**src/rtl/ppl_pkg.sv**
```systemverilog
// Shared constants, register map and types for the port pin and address strobe block
package ppl_pkg;
  // Timing: clock_in is twice the crystal rate, so half crystal periods are whole cycles
  localparam int unsigned CLK_HZ           = 10_000_000;  // Rate of clock_in
  localparam int unsigned CLK_PER_XTAL     = 2;           // clock_in cycles per crystal period
  localparam int unsigned XTAL_HZ          = CLK_HZ / CLK_PER_XTAL;
  localparam int unsigned STROBE_HI_HALVES = 3;           // 1.5 crystal periods, in half periods
  localparam int unsigned STROBE_PERIOD_X  = 4;           // Strobe period in crystal periods
  localparam int unsigned STROBE_HI_CLKS   = (STROBE_HI_HALVES * CLK_PER_XTAL) / 2;
  localparam int unsigned STROBE_PER_CLKS  = STROBE_PERIOD_X * CLK_PER_XTAL;
  localparam logic [2:0]  PHASE_LAST       = 3'(STROBE_PER_CLKS - 1);
  localparam logic [2:0]  PHASE_HI_LAST    = 3'(STROBE_HI_CLKS - 1);

  // Register byte offsets on the plain register port
  localparam logic [7:0] OFS_POWER_MGMT = 8'h00;  // power_mgmt_reg
  localparam logic [7:0] OFS_P1_LATCH   = 8'h01;  // Second port output latch
  localparam logic [7:0] OFS_P1_PINS    = 8'h02;  // Second port pin levels, read only
  localparam logic [7:0] OFS_P0_LATCH   = 8'h03;  // Low port output latch
  localparam logic [7:0] OFS_P0_PINS    = 8'h04;  // Low port pin levels, read only
  localparam logic [7:0] OFS_IRQ_STATUS = 8'h05;  // Sticky edge flags, read only
  localparam logic [7:0] OFS_IRQ_CLEAR  = 8'h06;  // Write one to clear, write only
  localparam logic [7:0] OFS_IRQ_ENABLE = 8'h07;  // Interrupt enable mask

  // Field positions and reset values
  localparam int unsigned BIT_STROBE_DISABLE = 2;      // strobe_disable_bit in power_mgmt_reg
  localparam int unsigned BIT_T2_IO          = 0;      // timer2_ext_io
  localparam int unsigned BIT_T2_TRIG        = 1;      // timer2_capture_trigger
  localparam int unsigned BIT_SER_RX         = 2;      // serial1_receive_in
  localparam int unsigned BIT_SER_TX         = 3;      // serial1_transmit_out
  localparam int unsigned BIT_IRQ_RISE_A     = 4;      // ext_irq_rise_a
  localparam int unsigned BIT_IRQ_FALL_A     = 5;      // ext_irq_fall_a
  localparam int unsigned BIT_IRQ_RISE_B     = 6;      // ext_irq_rise_b
  localparam int unsigned BIT_IRQ_FALL_B     = 7;      // ext_irq_fall_b
  localparam logic [7:0]  PORT_LATCH_RST     = 8'hFF;  // Both port latches reset to ones
  localparam logic [7:0]  BYTE_ZERO          = 8'h00;
  localparam logic [7:0]  BYTE_ONES          = 8'hFF;
  localparam logic [3:0]  IRQ_ZERO           = 4'h0;

  // What the low port is doing in the current cycle
  typedef enum logic [1:0]
  {
    PPL_GPIO  = 2'b00,  // Open-drain general port
    PPL_ADDR  = 2'b01,  // Address low byte driven while strobe is high
    PPL_WDATA = 2'b10,  // Write data driven
    PPL_RDATA = 2'b11   // Released, external device drives read data
  } ppl_bus_mode_type;

  // External access request from the core
  typedef struct packed
  {
    logic       write;     // One for a write, zero for a read
    logic [7:0] addr_low;  // Low address byte
    logic [7:0] wdata;     // Write data
  } ppl_ext_req_type;
endpackage

```
**src/rtl/ppl_port_pins.sv**
```systemverilog
// Address latch strobe, multiplexed low port and quasi-bidirectional second port
//
// How it works
// (RULE1) Strobe high 1.5 crystal periods, every four
// (RULE2) Strobe held high during reset
// (RULE3) Disable bit set holds strobe high
// (RULE4) External accesses always pulse the strobe
// (RULE5) External latch captures address on strobe
// (RULE6) Address low byte driven while strobe high
// (RULE7) After strobe falls, low port carries data
// (RULE8) General low port is open-drain, no pullup
// (RULE9) Memory bus mode drives both levels
// (RULE10) Low port floats after reset
// (RULE11) Second port resets to ones, weak pullup
// (RULE12) Weak-high pins also serve as inputs
// (RULE13) Written zero keeps strong pulldown on
// (RULE14) Zero-to-one write gives brief strong high
// (RULE15) Bits 0,1 serve timer 2 functions
// (RULE16) Bits 2,3 serve serial port 1
// (RULE17) Bit 4 rising, bit 5 falling interrupts
// (RULE18) Bit 6 rising, bit 7 falling interrupts
// (RULE19) Interrupt pins synchronised, edges set flags
//
// Chosen here: the plain strobed port and the register addresses.
module ppl_port_pins
(
  input  wire logic                     clock_in,                   // Twice the crystal rate
  input  wire logic                     arst_n_in,                  // Asynchronous reset, active low
  input  wire logic [7:0]               reg_addr_in,                // Register byte offset
  input  wire logic [7:0]               reg_wdata_in,               // Register write data
  input  wire logic                     reg_write_in,               // Write strobe
  input  wire logic                     reg_read_in,                // Read strobe
  output logic      [7:0]               reg_rdata_out,              // Read data, cycle after strobe
  input  wire logic                     ext_access_in,              // Core wants an external access
  input  wire ppl_pkg::ppl_ext_req_type ext_req_in,                 // Access details
  output logic                          ext_done_out,               // Pulse, access finished
  output logic      [7:0]               ext_rdata_out,              // Data of the last read
  output logic                          strobe_out,                 // Address latch strobe
  input  wire logic [7:0]               p0_in,                      // Low port pin levels
  output logic      [7:0]               p0_out,                     // Low port drive value
  output logic      [7:0]               p0_oe_out,                  // Low port drive enable
  input  wire logic [7:0]               p1_in,                      // Second port pin levels
  output logic      [7:0]               p1_out,                     // Second port strong value
  output logic      [7:0]               p1_oe_out,                  // Second port strong enable
  output logic      [7:0]               p1_pullup_out,              // Weak pullup on per pin
  input  wire logic                     timer2_ext_io_in,           // Timer 2 output onto bit 0
  output logic                          timer2_ext_io_out,          // Bit 0 level to timer 2
  output logic                          timer2_capture_trigger_out, // Bit 1 level to timer 2
  output logic                          serial1_receive_out,        // Bit 2 level to serial 1
  input  wire logic                     serial1_transmit_in,        // Serial 1 output onto bit 3
  output logic                          irq_out                     // Level interrupt
);

  // Strobe phase counter and bus sequencing
  logic [2:0]                 phase_q;        // Position in the strobe period
  logic [2:0]                 phase_d;        // Next position
  logic                       ext_act_q;      // Current period is an external access
  logic                       ext_act_d;      // Next period's access flag
  ppl_pkg::ppl_ext_req_type   ext_req_q;      // Access held for the whole period
  ppl_pkg::ppl_bus_mode_type  bus_mode_q;     // Low port use this cycle
  ppl_pkg::ppl_bus_mode_type  bus_mode_d;
  logic                       strobe_d;
  // Software state
  logic                       strobe_dis_q;   // strobe_disable_bit
  logic [7:0]                 p1_latch_q;     // Second port latch
  logic [7:0]                 p0_latch_q;     // Low port latch
  logic [3:0]                 irq_status_q;   // Sticky edge flags
  logic [3:0]                 irq_status_d;
  logic [3:0]                 irq_en_q;       // Interrupt mask
  // Pin synchronisers; stage one feeds stage two only
  logic [7:0]                 p0_sync1_q;
  logic [7:0]                 p0_sync2_q;
  logic [7:0]                 p1_sync1_q;
  logic [7:0]                 p1_sync2_q;
  logic [7:0]                 p1_prev_q;      // Last synchronised level for edge detection
  // Second port drive
  logic [7:0]                 p1_val_d;       // Level each pin should show
  logic [7:0]                 p1_val_q;       // Level applied last cycle
  logic [7:0]                 p1_boost_q;     // Second cycle of the strong-high pulse
  logic [3:0]                 edges;          // Qualifying edges this cycle

  // Rising edge of a synchronised level
  function automatic logic rise_of(input logic now_l, input logic old_l);
    rise_of = now_l & ~old_l;
  endfunction

  // Falling edge of a synchronised level
  function automatic logic fall_of(input logic now_l, input logic old_l);
    fall_of = ~now_l & old_l;
  endfunction

  // Next phase and access state; an access starts only at a period boundary
  always_comb
  begin
    phase_d   = (phase_q == ppl_pkg::PHASE_LAST) ? 3'h0 : 3'(phase_q + 3'h1);
    ext_act_d = (phase_d == 3'h0) ? ext_access_in : ext_act_q;
    // Disable only applies outside external accesses
    if (strobe_dis_q && !ext_act_d)                                       // see RULE3
    begin
      strobe_d = 1'b1;
    end
    else                                                                   // see RULE4
    begin
      strobe_d = (phase_d <= ppl_pkg::PHASE_HI_LAST);                      // see RULE1
    end
    // Low port use follows the strobe half of the period
    if (!ext_act_d)
    begin
      bus_mode_d = ppl_pkg::PPL_GPIO;
    end
    else if (phase_d <= ppl_pkg::PHASE_HI_LAST)
    begin
      bus_mode_d = ppl_pkg::PPL_ADDR;                                      // see RULE6
    end
    else if (ext_req_q.write || (phase_d == 3'h0 && ext_req_in.write))
    begin
      bus_mode_d = ppl_pkg::PPL_WDATA;                                     // see RULE7
    end
    else
    begin
      bus_mode_d = ppl_pkg::PPL_RDATA;                                     // see RULE7
    end
  end

  // Strobe timing and bus sequencing; strobe resets high
  always_ff @(posedge clock_in or negedge arst_n_in)
  begin
    if (!arst_n_in)
    begin
      phase_q    <= ppl_pkg::PHASE_LAST;
      ext_act_q  <= 1'b0;
      strobe_out <= 1'b1;                                                  // see RULE2
      bus_mode_q <= ppl_pkg::PPL_GPIO;
      ext_req_q  <= '0;
    end
    else
    begin
      phase_q    <= phase_d;
      ext_act_q  <= ext_act_d;
      strobe_out <= strobe_d;
      bus_mode_q <= bus_mode_d;
      // Request is frozen for the whole period so the address cannot change mid-access
      if (phase_d == 3'h0)
      begin
        ext_req_q <= ext_req_in;
      end
    end
  end

  // Low port drive; general use is open drain, address and write data drive both levels, read data releases the port
  always_ff @(posedge clock_in or negedge arst_n_in)
  begin
    if (!arst_n_in)
    begin
      p0_out    <= ppl_pkg::BYTE_ZERO;
      p0_oe_out <= ppl_pkg::BYTE_ZERO;                                     // see RULE10
    end
    else
    begin
      case (bus_mode_d)
        ppl_pkg::PPL_ADDR:
        begin
          p0_out    <= (phase_d == 3'h0) ? ext_req_in.addr_low : ext_req_q.addr_low; // see RULE6
          p0_oe_out <= ppl_pkg::BYTE_ONES;                                 // see RULE9
        end
        ppl_pkg::PPL_WDATA:
        begin
          p0_out    <= ext_req_q.wdata;
          p0_oe_out <= ppl_pkg::BYTE_ONES;                                 // see RULE9
        end
        ppl_pkg::PPL_RDATA:
        begin
          p0_out    <= ppl_pkg::BYTE_ZERO;
          p0_oe_out <= ppl_pkg::BYTE_ZERO;
        end
        default:
        begin
          // Only ever pulls low; a one floats and needs an outside pullup
          p0_out    <= ppl_pkg::BYTE_ZERO;                                 // see RULE8
          p0_oe_out <= ~p0_latch_q;                                        // see RULE8
        end
      endcase
    end
  end

  // Read data capture at the end of a read period
  always_ff @(posedge clock_in or negedge arst_n_in)
  begin
    if (!arst_n_in)
    begin
      ext_rdata_out <= ppl_pkg::BYTE_ZERO;
      ext_done_out  <= 1'b0;
    end
    else
    begin
      ext_done_out <= ext_act_q && (phase_q == ppl_pkg::PHASE_LAST);
      // Synchroniser delay means the device must have data on the pins two cycles before the period ends
      if (bus_mode_q == ppl_pkg::PPL_RDATA && phase_q == ppl_pkg::PHASE_LAST)
      begin
        ext_rdata_out <= p0_sync2_q;                                       // see RULE7
      end
    end
  end

  // Pin synchronisers for both ports
  always_ff @(posedge clock_in or negedge arst_n_in)
  begin
    if (!arst_n_in)
    begin
      p0_sync1_q <= ppl_pkg::BYTE_ONES;
      p0_sync2_q <= ppl_pkg::BYTE_ONES;
      p1_sync1_q <= ppl_pkg::BYTE_ONES;
      p1_sync2_q <= ppl_pkg::BYTE_ONES;
      p1_prev_q  <= ppl_pkg::BYTE_ONES;
    end
    else
    begin
      p0_sync1_q <= p0_in;
      p0_sync2_q <= p0_sync1_q;
      p1_sync1_q <= p1_in;                                                 // see RULE19
      p1_sync2_q <= p1_sync1_q;                                            // see RULE12
      p1_prev_q  <= p1_sync2_q;
    end
  end

  // Second port target level, peripherals gate their output through the latch
  always_comb
  begin
    p1_val_d                           = p1_latch_q;
    p1_val_d[ppl_pkg::BIT_T2_IO]       = p1_latch_q[ppl_pkg::BIT_T2_IO] & timer2_ext_io_in;     // see RULE15
    p1_val_d[ppl_pkg::BIT_SER_TX]      = p1_latch_q[ppl_pkg::BIT_SER_TX] & serial1_transmit_in; // see RULE16
  end

  // Quasi-bidirectional drive: strong low, two-cycle strong high on a rise, then weak pullup
  always_ff @(posedge clock_in or negedge arst_n_in)
  begin
    if (!arst_n_in)
    begin
      p1_val_q      <= ppl_pkg::PORT_LATCH_RST;
      p1_boost_q    <= ppl_pkg::BYTE_ZERO;
      p1_out        <= ppl_pkg::PORT_LATCH_RST;                            // see RULE11
      p1_oe_out     <= ppl_pkg::BYTE_ZERO;                                 // see RULE11
      p1_pullup_out <= ppl_pkg::PORT_LATCH_RST;                            // see RULE11
    end
    else
    begin
      p1_val_q      <= p1_val_d;
      p1_boost_q    <= p1_val_d & ~p1_val_q;
      p1_out        <= p1_val_d;
      // Boost spans one crystal period: the rising cycle plus one more
      p1_oe_out     <= ~p1_val_d | (p1_val_d & ~p1_val_q) | (p1_boost_q & p1_val_d); // see RULE13, RULE14
      p1_pullup_out <= p1_val_d;                                           // see RULE12
    end
  end

  // Alternate inputs handed to the peripherals
  always_ff @(posedge clock_in or negedge arst_n_in)
  begin
    if (!arst_n_in)
    begin
      timer2_ext_io_out          <= 1'b1;
      timer2_capture_trigger_out <= 1'b1;
      serial1_receive_out        <= 1'b1;
    end
    else
    begin
      timer2_ext_io_out          <= p1_sync2_q[ppl_pkg::BIT_T2_IO];         // see RULE15
      timer2_capture_trigger_out <= p1_sync2_q[ppl_pkg::BIT_T2_TRIG];       // see RULE15
      serial1_receive_out        <= p1_sync2_q[ppl_pkg::BIT_SER_RX];        // see RULE16
    end
  end

  // Edge detection on synchronised levels, then sticky flags where set beats clear
  always_comb
  begin
    edges[0] = rise_of(p1_sync2_q[ppl_pkg::BIT_IRQ_RISE_A], p1_prev_q[ppl_pkg::BIT_IRQ_RISE_A]); // see RULE17
    edges[1] = fall_of(p1_sync2_q[ppl_pkg::BIT_IRQ_FALL_A], p1_prev_q[ppl_pkg::BIT_IRQ_FALL_A]); // see RULE17
    edges[2] = rise_of(p1_sync2_q[ppl_pkg::BIT_IRQ_RISE_B], p1_prev_q[ppl_pkg::BIT_IRQ_RISE_B]); // see RULE18
    edges[3] = fall_of(p1_sync2_q[ppl_pkg::BIT_IRQ_FALL_B], p1_prev_q[ppl_pkg::BIT_IRQ_FALL_B]); // see RULE18
    irq_status_d = irq_status_q;
    if (reg_write_in && reg_addr_in == ppl_pkg::OFS_IRQ_CLEAR)
    begin
      irq_status_d = irq_status_d & ~reg_wdata_in[3:0];
    end
    irq_status_d = irq_status_d | edges;                                   // see RULE19
  end

  // Software registers
  always_ff @(posedge clock_in or negedge arst_n_in)
  begin
    if (!arst_n_in)
    begin
      strobe_dis_q <= 1'b0;
      p1_latch_q   <= ppl_pkg::PORT_LATCH_RST;
      p0_latch_q   <= ppl_pkg::PORT_LATCH_RST;
      irq_status_q <= ppl_pkg::IRQ_ZERO;
      irq_en_q     <= ppl_pkg::IRQ_ZERO;
      irq_out      <= 1'b0;
    end
    else
    begin
      irq_status_q <= irq_status_d;
      // Output from next values so the pin tracks status with no lag
      irq_out      <= |(irq_status_d & irq_en_q);
      if (reg_write_in)
      begin
        case (reg_addr_in)
          ppl_pkg::OFS_POWER_MGMT: strobe_dis_q <= reg_wdata_in[ppl_pkg::BIT_STROBE_DISABLE]; // see RULE3
          ppl_pkg::OFS_P1_LATCH:   p1_latch_q   <= reg_wdata_in;           // see RULE13
          ppl_pkg::OFS_P0_LATCH:   p0_latch_q   <= reg_wdata_in;
          ppl_pkg::OFS_IRQ_ENABLE: irq_en_q     <= reg_wdata_in[3:0];
          default:                 p0_latch_q   <= p0_latch_q;
        endcase
      end
    end
  end

  // Read data register; unmapped and write-only offsets read zero
  always_ff @(posedge clock_in or negedge arst_n_in)
  begin
    if (!arst_n_in)
    begin
      reg_rdata_out <= ppl_pkg::BYTE_ZERO;
    end
    else if (reg_read_in)
    begin
      case (reg_addr_in)
        ppl_pkg::OFS_POWER_MGMT: reg_rdata_out <= {5'h00, strobe_dis_q, 2'h0};
        ppl_pkg::OFS_P1_LATCH:   reg_rdata_out <= p1_latch_q;
        ppl_pkg::OFS_P1_PINS:    reg_rdata_out <= p1_sync2_q;              // see RULE12
        ppl_pkg::OFS_P0_LATCH:   reg_rdata_out <= p0_latch_q;
        ppl_pkg::OFS_P0_PINS:    reg_rdata_out <= p0_sync2_q;
        ppl_pkg::OFS_IRQ_STATUS: reg_rdata_out <= {4'h0, irq_status_q};
        ppl_pkg::OFS_IRQ_ENABLE: reg_rdata_out <= {4'h0, irq_en_q};
        default:                 reg_rdata_out <= ppl_pkg::BYTE_ZERO;
      endcase
    end
    else
    begin
      reg_rdata_out <= ppl_pkg::BYTE_ZERO;
    end
  end
endmodule

```
**config.mk**
```make
export PLATFORM = sky130hd
export DESIGN_NAME = ppl_port_pins
export DESIGN_NICKNAME = d
export VERILOG_FILES = /design/src/rtl/ppl_pkg.sv /design/src/rtl/ppl_port_pins.sv
export SDC_FILE = /design/constraint.sdc
export NUM_CORES = 1
export LEC_CHECK = 0
export BUFFER_PORTS_ARGS = -buffer_cell sky130_fd_sc_hd__buf_2
export CORE_MARGIN = 5
export CORE_UTILIZATION = 48
export DETAILED_ROUTE_END_ITERATION = 16
export PLACE_DENSITY = 0.83
export SYNTH_ARGS = -nofsm -noshare
export SYNTH_HDL_FRONTEND = slang
export SYNTH_SLANG_ARGS = --single-unit
```
**constraint.sdc**
```tcl
create_clock -name clock_in -period 3.2 [get_ports clock_in]
set_input_delay 0.64 -clock clock_in [delete_from_list [all_inputs] [get_ports clock_in]]
set_output_delay 0.64 -clock clock_in [all_outputs]
set_load 0.02 [all_outputs]
```
==> out/results.ini, run 1 <==
[run_status]
status = completed

[yosys]
syn_nets = 410
synth_ff_type = dfrtp_1
async_flop_share_pct = 100
ys_warn_count = 0
synthCells = 349
synth_area_leaders = dfrtp_1 (37%), dfstp_2 (33%), mux2_2 (9.5%)
synth_area_leader_cell = dfrtp_1
synth.distinct_cells = 39
synth_edf_count = 0
synth_seq_cells = 146
syn_area_mm2 = 0.00534
yosysMostFrequentCell = dfrtp_1
synth_area_per_cell_um2 = 15.3
ys_seq_area_share_pct = 69.9
synthTopCellsByCount = dfrtp_1 (79), dfstp_2 (67), mux2_2 (45), nor2b_1 (20)
yosys.area.top_type_share_pct = 37.0

[worst_setup_path]
cp-startpoint = phase_q[0]
crit_path_end_kind = flip-flop
cp_data_arrival_time_ns = 3.19
critPathKind = reg -> reg
cp.required_ns = 3.59
r2r_start = phase_q[0]
r2r_setup_slack_ns = 0.40
worstRegToRegCells = 9
startpoint_type = flip-flop
regToRegEndpoint = p0_out[0]
cp_max_fo = 10

[die]
start_util_pct = 49.1
num_rows = 38
die_w_um = 116
fp.coreArea_mm2 = 0.0109
die_h_um = 116
dieArea_mm2 = 0.0133
pin_count = 118

[clock_network]
cts.htree.levels = 4
holdBufCountCts = 0
cts_buffers = 17
cts_setup_buffers = 0
clockBufferDepth = 2
root_buffer = clkbuf_8
insertion_delay_ns = 0.51
cts.clk_slew.worst_paths_ns = 0.06
cts_resized = 0
clock_sinks = 146
cts_tree = yes

[sta]
rsz0062_at_grt = no
max_freq_mhz = 358
clock_skew_ns = 0.00734
slew_headroom_pct = 59.5
setup_violations = 0
fin_setup_tns_ns = 0
min_period_ns = 2.80
final.period_utilization_pct = 87.4
drv_slew = 0
worst_pin_slew_ns = 0.608
hold_violations = 0

[finish]
drive_gt1_share_pct = 56.1
fin_area_mm2 = 0.00660
nets = 533
areaGrowthSynthToFinish_pct = 23.5
antenna_cells = 0

[grt]
grt_max_degree = 73
antenna_found_initial = 0
grt_first_pass_wirelength_mm = 17.6
grt_pass1_vias = 3460
grt_overflow = 0
grt_usage_pct = 17.4

[route]
first_iter_violations = 190
drtPass1Iterations = 4
drc = 0
wirelength_mm = 10.8
vias = 3211
route.antenna.remaining_nets = 0
wire_per_inst_um = 17.3
viasPerCell = 5.14

[placed_design]
portBuffers = 117
placed_cell_area_mm2 = 0.00605
gp_congestion = 0.836
place_hpwl_mm = 7.84

[flow_run]
max_cap_viol_count = 0

[pwr]
irDropWorstVdd_v = 0.000367
leakagePower_uw = 0.00300
power_density_mw_per_mm2 = 616

[min_path]
min_path_type = in -> async

kinds of logic after synthesis:
group / share of synthesized area (%)
buffers and inverters: 2.20
adders and majority gates: 1.17
and+or+nand+nor: 8.22
muxes: 12.1
DFF: 69.9
AOI/OAI and AO/OA: 6.39
metrics by stage:
step	utilization, %	total power (µW)	cells	hold WS (ns)	setup slack (ns)
CTS	60.6	4110	625	0.123	0.393
detailed placement	55.6	2320	593	0.347	0.412
finish	60.6	4070	625	0.111	0.404
global route	60.6	4230	625	0.148	0.201
global placement	55.6	2310	593	0.346	0.575
floorplan	-	2170	349	0.344	0.0933
critical path, stage by stage, from the launching register on:
cell,delay (ns)
dfstp_2,0.54
ha_1,0.15
ha_1,0.23
inv_1,0.09
a21oi_2,0.17
mux2i_1,0.41
nand2b_1,0.20
ha_1,0.36
and2_1,0.29
a32o_1,0.24
flip-flops by register name, indices dropped and copies added, names as in the netlist, 2 cells and up:
register / count
p0_out: 8
p0_sync2_q: 8
phase_q: 3
p1_boost_q: 8
p1_oe_out: 8
p0_sync1_q: 8
ext_rdata_out: 8
p1_val_q: 8
p1_latch_q: 8
p1_prev_q: 7
irq_status_q: 4
p1_sync2_q: 8
p1_sync1_q: 8
p0_latch_q: 8
bus_mode_q: 2
ext_req_q: 17
p0_oe_out: 8
irq_en_q: 4
reg_rdata_out: 8
metal layers:
metal  wire length, µm  GRT usage [%]
met1              4270           21.4
met2              5560           28.8
met3               695           4.60
met4               298           7.98
met5                 0              0
cell type report:
type                    instances  area (µm²)
repair buffers                122         629
fillers                       804        4290
clock inverters                12         109
flip-flops and latches        146        3740
multi-input cells             180        1490
clock buffers                  20         435
inverters                       5        18.8
well taps                     140         175
placed cells by master (no fill, tap or decap), types with 8 or more instances in the layout:
| cell type | count |
|---|---|
| buf_2 | 116 |
| dfrtp_1 | 79 |
| dfstp_2 | 67 |
| mux2_2 | 45 |
| nor2b_1 | 20 |
| clkbuf_16 | 16 |
| o21ai_0 | 14 |
| nor2_1 | 14 |
| nand3b_1 | 11 |
| a32o_1 | 8 |
where the power goes:
part | total (µW) | leakage [µW] | switching, µW | internal [µW]
combinational | 277 | 0.00108 | 165 | 111
sequential | 2010 | 0.00166 | 44.7 | 1960
clock | 1780 | 0.000262 | 730 | 1050
total | 4070 | 0.00300 | 940 | 3130
worst max-delay path by stage:
stage | endpoint | slack (ns)
after floorplan | p0_out[0] | 0.09
after global placement | p0_out[0] | 0.58
after detailed placement | p0_out[3] | 0.41
after CTS | p0_out[3] | 0.39
after global routing | p0_out[4] | 0.20
final | p0_out[0] | 0.40
(Power assumes the default switching activity.)
==> run 2: changes to the inputs <==
--- a/config.mk
+++ b/config.mk
@@ -9,7 +9,7 @@
 export CORE_MARGIN = 5
 export CORE_UTILIZATION = 48
 export DETAILED_ROUTE_END_ITERATION = 16
-export PLACE_DENSITY = 0.83
+export PLACE_DENSITY = 0.75
 export SYNTH_ARGS = -nofsm -noshare
 export SYNTH_HDL_FRONTEND = slang
 export SYNTH_SLANG_ARGS = --single-unit
==> run 2 against run 1 <==
  * Combinational power hardly changed
  * Register-to-register slack worse by 0.05 ns
  * Global-route usage is 0.27 points lower
  * Sequential power hardly changed
  * Via count is 0.81% lower
==> out/results.ini, run 2 (synthesis gave the netlist of run 1 again) <==
[flow_run]
max_cap_viol_count = 0  ; unchanged

[die]
pin_count = 118  ; unchanged
dieArea_mm2 = 0.0133  ; unchanged
die_h_um = 116  ; unchanged
start_util_pct = 49.1  ; unchanged
num_rows = 38  ; unchanged
die_w_um = 116  ; unchanged
fp.coreArea_mm2 = 0.0109  ; unchanged

[pwr]
power_density_mw_per_mm2 = 627  ; +1.8%
irDropWorstVdd_v = 0.000302  ; -18%
power_uw = 4160  ; +2.3%
leakagePower_uw = 0.00300  ; +0.22%

[worst_setup_path]
crit_path_end_kind = flip-flop
r2r_setup_slack_ns = 0.35  ; -0.05 ns
cp_max_fo = 10  ; unchanged
startpoint_type = flip-flop
cp.required_ns = 3.60  ; about the same
cp_data_arrival_time_ns = 3.25  ; +0.06 ns
critPathKind = reg -> reg

[clock_network]
insertion_delay_ns = 0.52  ; about the same
cts_setup_buffers = 0  ; unchanged
root_buffer = clkbuf_8
clock_sinks = 146  ; unchanged
cts_resized = 0  ; unchanged
cts.clk_slew.worst_paths_ns = 0.06  ; about the same
cts_tree = yes
clockBufferDepth = 2  ; unchanged
holdBufCountCts = 0  ; unchanged
cts_buffers = 17  ; unchanged
cts.htree.levels = 4  ; unchanged

[route]
wirelength_mm = 10.7  ; -1.3%
first_iter_violations = 265  ; +39%
route.antenna.remaining_nets = 0  ; unchanged
drc = 0  ; unchanged
vias = 3185  ; -0.81%
drtPass1Iterations = 4  ; unchanged
wire_per_inst_um = 17.1  ; -1.2%
viasPerCell = 5.10  ; -0.65%

[run_status]
status = completed

[finish]
layout_common_cells = buf_2 (116), dfrtp_1 (79), dfstp_2 (67)
antenna_cells = 0  ; unchanged
areaGrowthSynthToFinish_pct = 24.2
fin_area_mm2 = 0.00664  ; +0.59%
nets = 532  ; -0.19%
drive_gt1_share_pct = 56.4  ; +0.32 points
final_common_cell = buf_2
top_register = ext_req_q
largest_reg_flops = 17  ; unchanged
n_fill_cell = 834  ; +3.7%

[grt]
grt_usage_pct = 17.1  ; -0.27 points
antenna_found_initial = 0  ; unchanged
grt_pass1_vias = 3434  ; -0.75%
grt_overflow = 0  ; unchanged
grt_first_pass_wirelength_mm = 17.3  ; -1.5%
grt_max_degree = 85  ; +16%

[sta]
setup_violations = 0  ; unchanged
final.period_utilization_pct = 89.1  ; +1.7 points
fin_hold_ws_ns = 0.161  ; +0.0506 ns
rsz0062_at_grt = no
max_freq_mhz = 351  ; -1.9%
hold_violations = 0  ; unchanged
worst_pin_slew_ns = 0.752  ; +0.145 ns
fin_setup_tns_ns = 0  ; unchanged
slew_headroom_pct = 49.8  ; -9.7 points
drv_slew = 0  ; unchanged
min_period_ns = 2.85  ; +0.0541 ns
clock_skew_ns = 0.00607  ; -0.00127 ns

[placed_design]
placed_cell_area_mm2 = 0.00606  ; about the same
gp_congestion = 0.788  ; -5.8%
place_hpwl_mm = 7.56  ; -3.6%
portBuffers = 117  ; unchanged

[min_path]
min_path_type = in -> async

==> run 2: cell types whose count changed in the layout (fill, tap and decap cells not counted), sizes merged <==
cell	previous run	this run
buf	122	121
clkinv	5	2
clkinvlp	3	5
inv	8	9
==> run 2: path summary, 6_finish.rpt <==
| kind | start | end | depth (start not counted) |
|---|---|---|---|
| max | phase_q[0] | p0_out[6] | 8 |
| min | arst_n_in | p1_oe_out[0] | 1 |
| max reg2reg | phase_q[0] | p0_out[6] | 8 |
| min reg2reg | p1_sync1_q[4] | p1_sync2_q[4] | 0 |
| max in group asynchronous | arst_n_in | p1_prev_q[1] | 2 |
| min in group clock_in | p0_in[6] | p0_sync1_q[6] | 1 |
==> run 2: report_power, final <==
| part | leakage (µW) | total [µW] | internal [µW] | switching [µW] |
|---|---|---|---|---|
| clock | 0.000269 | 1880 | 1110 | 772 |
| combinational | 0.00108 | 277 | 112 | 165 |
| sequential | 0.00166 | 2010 | 1960 | 44.4 |
| total | 0.00300 | 4160 | 3180 | 981 |
==> run 2: per-layer routing <==
layer	part of all wire [%]	up-vias	global-route usage, %
li1	-	1478	-
met1	42	1605	21.6
met2	50	87	27.4
met3	5.5	15	5.07
met4	2.1	0	7.75
met5	0	-	0
==> run 2: cell type report <==
class                      instances  area, µm²  share of cell area, %
clock buffer                      20        455                   6.86
clock inverter                    12        123                   1.85
inverter                           5       18.8                  0.283
multi-input combinational        180       1490                   22.5
sequential                       146       3740                   56.3
tap                              140        175                   2.64
timing repair buffer             121        634                   9.56
==> run 2: stage by stage <==
step	setup WS, ns	std cells	util [%]
2_1_floorplan	0.0933	349	-
4_1_cts	0.371	624	61.0
5_1_grt	0.185	624	61.0
6_report	0.350	624	61.0
3_3_place_gp	0.547	592	55.6
3_5_place_dp	0.382	592	55.6
==> run 2: worst max-delay path, stage by stage (launching register included) <==
cell and delay [ns]:
dfstp_2 0.55, ha_1 0.26, nand2b_1 0.18, a21oi_2 0.18
mux2i_1 0.42, nand2b_1 0.20, ha_1 0.37, and2_1 0.32
a32o_1 0.25
